File: src/hdl/csense_pkg.sv
`default_nettype none
package csense_pkg;
  localparam int ADDR_W = 8;
  localparam int DATA_W = 24;
  localparam int CODE_W = 9;
  localparam int CMP_W = 10;
  localparam int THR_W = 4;
  localparam logic [ADDR_W-1:0] ADDR_MEAS = 8'h00;
  localparam logic [ADDR_W-1:0] ADDR_THRESH = 8'h06;
  localparam int BIT_NEW = 9;
  localparam int BIT_STICKY = 10;
  localparam int BIT_LIVE = 11;
  localparam int CLK_PERIOD_NS = 20;
  localparam int POWERUP_SETTLE_NS = 1000;
  localparam int SETTLE_CYCLES =
    (POWERUP_SETTLE_NS + CLK_PERIOD_NS - 1) / CLK_PERIOD_NS;
  localparam int CNT_W = 16;
  localparam logic [CNT_W-1:0] SETTLE_LAST = CNT_W'(SETTLE_CYCLES - 1);
  localparam logic [CNT_W-1:0] CNT_ONE = 16'h0001;
  localparam logic [CNT_W-1:0] CNT_ZERO = 16'h0000;
  // Full sensing span expressed in measurement codes
  localparam int SPAN_CODE = 256;
  localparam int PCT_DEN = 100;
  localparam logic [7:0] TRIP_PCT [16] = '{
    8'h32, 8'h38, 8'h3f, 8'h45, 8'h4c, 8'h52, 8'h58, 8'h5f,
    8'h65, 8'h6c, 8'h72, 8'h78, 8'h7f, 8'h85, 8'h8c, 8'h92};
  localparam logic [DATA_W-1:0] DATA_ZERO = 24'h000000;
  localparam logic [THR_W-1:0] THR_ZERO = 4'h0;
  localparam logic [CODE_W-1:0] CODE_ZERO = 9'h000;

  typedef enum logic {SETTLING, RUNNING} phase_t;

  function automatic logic [CMP_W-1:0] trip_code(input logic [THR_W-1:0] lvl);
    return CMP_W'((SPAN_CODE * int'(TRIP_PCT[lvl])) / PCT_DEN);
  endfunction
endpackage
`default_nettype wire

File: src/hdl/current_sensor_status_fault_regs.sv
`timescale 1ns/1ps
`default_nettype none
module current_sensor_status_fault_regs
  import csense_pkg::*;
(
  input wire logic sys_clk_in,
  input wire logic rst_n_in,
  input wire logic [THR_W-1:0] nvm_fault_level_in,
  input wire logic sample_valid_in,
  input wire logic [CODE_W-1:0] sample_code_in,
  input wire logic [ADDR_W-1:0] reg_addr_in,
  input wire logic reg_wr_in,
  input wire logic [DATA_W-1:0] reg_wdata_in,
  input wire logic reg_rd_in,
  output logic [DATA_W-1:0] reg_rdata_out,
  output logic reg_rvalid_out,
  output logic data_valid_out,
  output logic fault_n_out,
  output logic fault_oe_out
);
  phase_t phase_r, phase_nxt;
  logic [CNT_W-1:0] cnt_r, cnt_nxt;
  logic [THR_W-1:0] thresh_r, thresh_nxt;
  logic [CODE_W-1:0] code_r, code_nxt;
  logic new_r, new_nxt;
  logic sticky_r, sticky_nxt;
  logic live_r, live_nxt;
  logic [DATA_W-1:0] rdata_r, rdata_nxt;
  logic rvalid_r, rvalid_nxt;
  logic settled, take, over, rd_meas, wr_meas, wr_thresh, sticky_clr;
  logic [DATA_W-1:0] meas_word;

  assign settled = (phase_r == RUNNING);
  assign take = settled && sample_valid_in;
  assign over = {1'b0, sample_code_in} > trip_code(thresh_r);
  assign rd_meas = reg_rd_in && (reg_addr_in == ADDR_MEAS);
  assign wr_meas = reg_wr_in && (reg_addr_in == ADDR_MEAS);
  assign wr_thresh = reg_wr_in && (reg_addr_in == ADDR_THRESH);
  // Clear needs a one at the sticky position and current at or below trip
  assign sticky_clr = wr_meas && reg_wdata_in[BIT_STICKY] && !live_r
                      && !(take && over);

  always_comb begin
    meas_word = DATA_ZERO;
    meas_word[CODE_W-1:0] = code_r;
    meas_word[BIT_NEW] = new_r;
    meas_word[BIT_STICKY] = sticky_r;
    meas_word[BIT_LIVE] = live_r;
  end

  always_comb begin
    phase_nxt = phase_r;
    cnt_nxt = cnt_r;
    case (phase_r)
      SETTLING: begin
        if (cnt_r == SETTLE_LAST) begin
          phase_nxt = RUNNING;
        end else begin
          cnt_nxt = cnt_r + CNT_ONE;
        end
      end
      RUNNING: begin
        cnt_nxt = cnt_r;
      end
      default: begin
        phase_nxt = SETTLING;
        cnt_nxt = CNT_ZERO;
      end
    endcase
  end

  always_comb begin
    thresh_nxt = wr_thresh ? reg_wdata_in[THR_W-1:0] : thresh_r;
    code_nxt = take ? sample_code_in : code_r;
    live_nxt = take ? over : live_r;
    if (take) begin
      new_nxt = 1'b1;
    end else if (rd_meas) begin
      new_nxt = 1'b0;
    end else begin
      new_nxt = new_r;
    end
    if (take && over) begin
      sticky_nxt = 1'b1;
    end else if (sticky_clr) begin
      sticky_nxt = 1'b0;
    end else begin
      sticky_nxt = sticky_r;
    end
    rvalid_nxt = reg_rd_in;
    rdata_nxt = rdata_r;
    if (reg_rd_in) begin
      if (reg_addr_in == ADDR_MEAS) begin
        rdata_nxt = meas_word;
      end else if (reg_addr_in == ADDR_THRESH) begin
        rdata_nxt = {{(DATA_W-THR_W){1'b0}}, thresh_r};
      end else begin
        rdata_nxt = DATA_ZERO;
      end
    end
  end

  always_ff @(posedge sys_clk_in) begin
    if (!rst_n_in) begin
      phase_r <= SETTLING;
      cnt_r <= CNT_ZERO;
      thresh_r <= nvm_fault_level_in;
      code_r <= CODE_ZERO;
      new_r <= 1'b0;
      sticky_r <= 1'b0;
      live_r <= 1'b0;
      rdata_r <= DATA_ZERO;
      rvalid_r <= 1'b0;
    end else begin
      phase_r <= phase_nxt;
      cnt_r <= cnt_nxt;
      thresh_r <= thresh_nxt;
      code_r <= code_nxt;
      new_r <= new_nxt;
      sticky_r <= sticky_nxt;
      live_r <= live_nxt;
      rdata_r <= rdata_nxt;
      rvalid_r <= rvalid_nxt;
    end
  end

  assign reg_rdata_out = rdata_r;
  assign reg_rvalid_out = rvalid_r;
  assign data_valid_out = settled;
  assign fault_oe_out = live_r;
  assign fault_n_out = ~live_r;
endmodule
`default_nettype wire

File: config.mk
export PLATFORM = sky130hd
export DESIGN_NAME = current_sensor_status_fault_regs
export DESIGN_NICKNAME = d
export VERILOG_FILES = /design/src/hdl/csense_pkg.sv /design/src/hdl/current_sensor_status_fault_regs.sv
export SDC_FILE = /design/constraint.sdc
export NUM_CORES = 1
export LEC_CHECK = 0
export ABC_AREA = 1
export ABC_CLOCK_PERIOD_IN_PS = 9200
export BUFFER_PORTS_ARGS = -buffer_cell sky130_fd_sc_hd__buf_2
export CAP_MARGIN = 20
export CORE_MARGIN = 4
export CORE_UTILIZATION = 35
export CTS_CLUSTER_DIAMETER = 80
export CTS_CLUSTER_SIZE = 16
export DETAILED_ROUTE_END_ITERATION = 10
export GPL_TIMING_DRIVEN = 0
export PLACE_DENSITY = 0.53
export SLEW_MARGIN = 20
export SYNTH_ARGS = -nofsm -noshare
export SYNTH_HDL_FRONTEND = slang
export SYNTH_SLANG_ARGS = --single-unit
File: constraint.sdc
create_clock -name sys_clk_in -period 9.2 [get_ports sys_clk_in]
set_input_delay 0.92 -clock sys_clk_in [delete_from_list [all_inputs] [get_ports sys_clk_in]]
set_output_delay 0.92 -clock sys_clk_in [all_outputs]
set_load 0.01 [all_outputs]
==> flow_metrics.tcl, run 1 <==
set metrics [dict create \
    status "complete, no violations" \
    num_vias 4965 \
    drc_errors 0 \
    grt_pass1_vias 4628 \
    grt_pass1_wl_mm 20.8 \
    synth_area_per_cell_um2 6.16 \
    dieArea_um2 15500 \
    finalSetupViolCount 0 \
    ctsHoldBuffers 0 \
    netlist_area_um2 4760 \
    port_buffers 46 \
    stdcell_count 1028 \
    grt_max_degree 14 \
    layout_min_cycle_time_ns 8.53 \
    critPathSlowestCell "edfxtp_1" \
    yosysTopAreaCell "nand2_1" \
    placed_area_um2 5260 \
    critPathArrivalTime_ns 8.74 \
    clock_latency_ns 0.28 \
    cts_root_buf "clkbuf_16" \
    crit_required_ns 9.41 \
    drtIter0Drc 226 \
    synth_top_cell_area_share_pct 18.8 \
    numCtsBuffers 5 \
    crit_type "flip-flop to flip-flop" \
    worstSetupStartpoint "thresh_r[0]" \
    ant_nets 0 \
    row_count 42 \
    cts.sinks 46 \
    fin_nets 926 \
    start_kind "flip-flop" \
    firstDrtPassIters 5 \
    die_width_um 125 \
    synth_flop_cell "dfxtp_1" \
    slew_viol_final 0 \
    initial_core_util_pct 35.8 \
    syn-instance-count 774 \
    synth.area.top_cells "nand2_1, dfxtp_1, nand3_1, inv_1, ha_1" \
    antenna_found_initial 0 \
    post-dp-hpwl_mm 10.0 \
    fp.dieH_um 125 \
    synth_edf_count 4 \
    fmax_mhz 117 \
    worstHoldStart "code_r[7]" \
    cts.path.max_buffers 2 \
    diodes 0 \
    routedWlPerCell_um 12.0 \
    synth-async-reset-ratio_pct 0 \
    reg2reg_from "thresh_r[0]" \
    area_growth_pct 17.0 \
    crit_path_end_kind "flip-flop" \
    hold_class "flip-flop to flip-flop" \
    skew_ns 0.00345 \
    cts_tree "done" \
    yosys_warnings 0 \
    rsz0062_at_grt "false" \
    critPathMaxFanout 10 \
    ys_ff_latch 46 \
    clkTransAtPathRegs_ns 0.06 \
    routed_wl_mm 12.3 \
    synth_sequential_area_ratio_pct 20.2 \
    max_stage_delay_ns 0.45 \
    vias_per_cell 4.83 \
    fin_area_um2 5580 \
    grt.total_usage_pct 15.3 \
    gp_congestion 0.863 \
    ys_types 40 \
    pin_count 78 \
    cts_max_level 2 \
    relSlewSlack_pct 55.9 \
    core_area_um2 13300 \
    final_hold_viol_count 0 \
    period_share_pct 92.7 \
    drive_above_1_share_pct 20.0 \
    cpMostUsedCell "nand2_2" \
    tightest_slew_ns 0.656 \
    globalRouteOverflowTotal 0 \
    place_inst 1007 \
    max_cap_violations 0 \
]
per-stage QoR:
stage / setup WS, ns / hold WS (ns) / utilization (%) / TNS [ns]
after floorplan: 1.56 / 0.424 / - / 0
after global placement: 0.131 / 0.440 / 39.5 / 0
after detailed placement: -0.0610 / 0.441 / 39.5 / -0.116
after CTS: 0.0529 / 0.451 / 40.7 / 0
after global routing: 0.00168 / 0.475 / 41.9 / 0
final: 0.674 / 0.453 / 41.9 / 0
layout make-up:
cell class	count	area, µm²
repair buffers	59	328
flip-flops and latches	46	961
clock buffers	7	143
inverters	103	390
fillers	1455	7720
plain buffers	24	158
well taps	176	220
multi-input cells	612	3370
clock inverters	1	5.00
flip-flops by register name, indices dropped and copies added (netlist names):
signal,count
data_valid_out,1
reg_rvalid_out,1
thresh_r,4
reg_rdata_out,12
cnt_r,16
code_r,9
fault_oe_out,1
new_r,1
sticky_r,1
synthesized netlist by cell type (3+ instances only):
| master | instances |
|---|---|
| a21oi_1 | 38 |
| buf_4 | 12 |
| buf_6 | 3 |
| clkbuf_1 | 9 |
| dfxtp_1 | 42 |
| edfxtp_1 | 4 |
| ha_1 | 25 |
| inv_1 | 93 |
| inv_2 | 8 |
| nand2_1 | 238 |
| nand2_2 | 36 |
| nand3_1 | 74 |
| nand3_2 | 7 |
| nand3_4 | 9 |
| nand4_1 | 27 |
| nor2_1 | 50 |
| nor2_2 | 4 |
| nor2_4 | 10 |
| nor3_1 | 13 |
| nor4_1 | 6 |
| o21ai_0 | 31 |
| xnor2_1 | 3 |
| xor2_1 | 7 |
repair_timing:
action,in CTS,in global routing
pin swaps,0,6
buffers inserted,0,13
cloned,0,0
endpoints found under the setup margin,2,2
resized for setup,1,16
final timing paths:
check / to / slack (ns) / cells after the start
worst max-delay path: sticky_r / 0.67 / 65
worst min-delay path: code_r[7] / 0.45 / 2
worst max register to register: sticky_r / 0.67 / 65
worst min register to register: code_r[7] / 0.45 / 2
worst max-delay path, delay by kind of cell (launching register included):
kind,cells,cell delay [ns]
and+or+nand+nor,45,4.38
adders and majority gates,9,2.38
AOI/OAI and AO/OA,5,0.66
buffers and inverters,6,0.59
DFF,1,0.45
cell usage in the layout, fill, tap and decap left out, drive strengths merged:
master,count
buf,74
nand3b,2
o211ai,1
nor2,66
edfxtp,4
o21bai,1
o2111ai,1
nor3,13
a21boi,1
clkbuf,16
a31oi,2
o21a,2
and3,1
ha,25
dfxtp,42
conb,12
clkinvlp,1
o21ai,34
nand2,276
inv,100
xnor2,3
nand4,27
nor4,6
xor2,7
nand3,90
clkinv,3
o31ai,1
and2,1
a21oi,40
routing by layer:
| metal | wire length (µm) | vias to the layer above | track usage, % | share of wire (%) |
|---|---|---|---|---|
| met2 | 5980 | 58 | 27.4 | 48 |
| met1 | 5920 | 2241 | 20.1 | 48 |
| met4 | 113 | 0 | 2.64 | 0.92 |
| met3 | 315 | 11 | 1.67 | 2.6 |
| li1 | - | 2655 | - | - |
| met5 | 0 | - | 0 | 0 |
cell families after synthesis:
| logic type | Yosys count | synth area share (%) |
|---|---|---|
| other cells | 1 | 0.0787 |
| simple gates | 482 | 50.4 |
| flops | 46 | 20.2 |
| fa+ha+maj | 25 | 6.57 |
| compound gates | 83 | 9.48 |
| xor+xnor | 10 | 1.84 |
| buf+inv | 127 | 11.4 |
Power of run 1 is left out: the tool's default activity adds up to more than one toggle a clock period on the data nets, which glitch-free logic cannot reach.
==> run 2, diff against run 1 <==
Settings changed: ABC_AREA 1 to unset, CTS_CLUSTER_DIAMETER 80 to 100.
==> run 2 against run 1 <==
Design area up 20%. Fmax fell by 23%. Critical endpoint unchanged. The run now ends with negative setup slack left. Clock-buffer cell count stayed put. Die area increased by 2.5%. Cell count fell by 7.6%. Hold slack gained 0.0082 ns. First-iteration DRC count is 20% higher. Critical path depth increased by 2. Sequential share of layout area fell by 2.8 points. Via count increased by 10%.
==> flow_metrics.tcl, run 2 <==
set metrics [dict create \
    grt_pass1_wl_mm 25.9 \
    synth-async-reset-ratio_pct 0 \
    max_stage_delay_ns 0.54 \
    fin_nets 848 \
    rsz0062_at_grt "true" \
    post-route-util_pct 49.6 \
    clkTransAtPathRegs_ns 0.06 \
    path_buf_inv 9 \
    finalWorstSetupSlack_ns -1.80 \
    initial_core_util_pct 36.3 \
    critPathSlowestCell "or4_4" \
    gp_congestion 0.925 \
    fp.dieH_um 126 \
    yosys_warnings 0 \
    synth_sequential_area_ratio_pct 19.7 \
    synth_edf_count 4 \
    grt_max_degree 14 \
    synth_common_cells "nand2_1, nor2_1, a21oi_1" \
    num_vias 5482 \
    status "finished with violations" \
    ys_types 100 \
    final_cell_mix "buf_4, nand2_1, nor2_1" \
    crit_type "flip-flop to flip-flop" \
    antenna_found_initial 0 \
    routedWlPerCell_um 16.6 \
    synthXorXnorAreaFrac_pct 3.05 \
    hold_class "flip-flop to flip-flop" \
    netlist_area_um2 4890 \
    synth_area_per_cell_um2 7.50 \
    pin_count 78 \
    slew_viol_final 0 \
    top_register "cnt_r" \
    firstDrtPassIters 5 \
    crit_required_ns 9.36 \
    synth-simple-area-share_pct 29.0 \
    final_hold_viol_count 0 \
    cts_max_level 2 \
    cts.path.max_buffers 2 \
    grt_pass1_vias 5348 \
    cts_root_buf "clkbuf_16" \
    critPathMaxFanout 4 \
    finalSetupViolCount 2 \
    critical_path.top_delay_family "simple AND/OR/NAND/NOR gates" \
    clock_latency_ns 0.28 \
    skew_ns 0.00319 \
    yosysMostFrequentCell "nand2_1" \
    crit_path_end_kind "flip-flop" \
    violations "negative setup slack" \
    vias_per_cell 5.77 \
    cts.sinks 46 \
    max_cap_violations 0 \
    routed_wl_mm 15.8 \
    fillers 1327 \
    drtIter0Drc 272 \
    grt.total_usage_pct 19.0 \
    synth_top_family_by_area "compound AO/OA/AOI/OAI gates" \
    synth_flop_cell "dfxtp_1" \
    row_count 42 \
    drc_errors 0 \
    drive_above_1_share_pct 33.1 \
    syn-instance-count 652 \
    area_growth_pct 36.4 \
    period_share_pct 120 \
    synth_adder_area_share_pct 6.40 \
    layout_commonest_cell "buf_4" \
    yosysTopAreaCell "dfxtp_1" \
    ctsHoldBuffers 0 \
    synth_top_cell_area_share_pct 17.2 \
    dp_slack_ns -3.54 \
    synth.area.top_cells "dfxtp_1, ha_1, nand2_1, a21oi_1, nor2_1" \
    numCtsBuffers 5 \
    fmax_mhz 90.9 \
    synth_compound_area_share_pct 31.7 \
    tightest_slew_ns 0.985 \
    start_kind "flip-flop" \
    globalRouteOverflowTotal 0 \
    port_buffers 45 \
    layout_min_cycle_time_ns 11.00 \
    largest_reg_flops 16 \
    core_area_um2 13500 \
    diodes 0 \
    relSlewSlack_pct 33.3 \
    die_width_um 126 \
    dieArea_um2 15900 \
    ys_ff_latch 46 \
    ant_nets 0 \
    cts_tree "done" \
    hold_ws_ns 0.461 \
    critPathArrivalTime_ns 11.16 \
    finalSetupTns_ns -3.60 \
    synthMuxAreaShare_pct 3.71 \
    post-dp-hpwl_mm 11.4 \
    cpMostUsedCell "ha_4" \
]
==> run 2: cell count changes after synthesis, sizes merged, moves of 9 or more <==
cell / change
a211oi: +11
a31oi: +9
and2: +12
and3: +10
buf: +9
inv: -76
nand2: -212
nand2b: +11
nand3: -67
nand4: -18
nor2b: +17
o22ai: +12
or3: +10
==> run 2: layer usage <==
metal  wire length (µm)  global-route usage, %  up-vias
li1                   -                      -     2687
met1               7230                   24.8     2610
met2               7640                   32.8      159
met3                608                   1.99       26
met4                293                   6.44        0
met5                  0                      0        -
==> run 2: timing repair <==
item	CTS	global route
resized for setup	42	34
pin swaps	41	43
buffers inserted	49	15
cloned	0	0
endpoints found under the setup margin	2	2
==> run 2: worst paths after layout <==
path         slack [ns]  cells past startpoint        end        start
max               -1.80                     67   sticky_r  thresh_r[0]
min                0.46                      2  code_r[1]    code_r[1]
max reg2reg       -1.80                     67   sticky_r  thresh_r[0]
min reg2reg        0.46                      2  code_r[1]    code_r[1]
==> run 2: worst min-delay path, stage by stage (launching register included) <==
cell and delay (ns):
dfxtp_1 0.31, nand2_1 0.05, a21oi_1 0.05
==> run 2: cell type report <==
type	count	area [µm²]	area share [%]
Multi-Input combinational cell	554	4300	64.4
Sequential cell	46	961	14.4
Timing Repair Buffer	108	706	10.6
Tap cell	176	220	3.30
Buffer	33	214	3.21
Clock buffer	7	133	1.99
Inverter	25	109	1.63
Clock inverter	1	30.0	0.450
==> run 2: stage by stage <==
step                      std cells  instance area (µm²)
after floorplan                 663                 5240
after global placement          884                 5690
after detailed placement        884                 5690
after CTS                       937                 6400
after global routing            950                 6670
final                           950                 6670
==> run 2: kinds of logic after synthesis <==
family,after synthesis
multiplexers,16
adder cells (fa/ha/maj),25
buffers and inverters,63
XOR/XNOR,17
other,1
flip-flops,46
AO/OA/AOI/OAI,211
AND/OR/NAND/NOR,273
Power of run 2 is left out for the same reason.
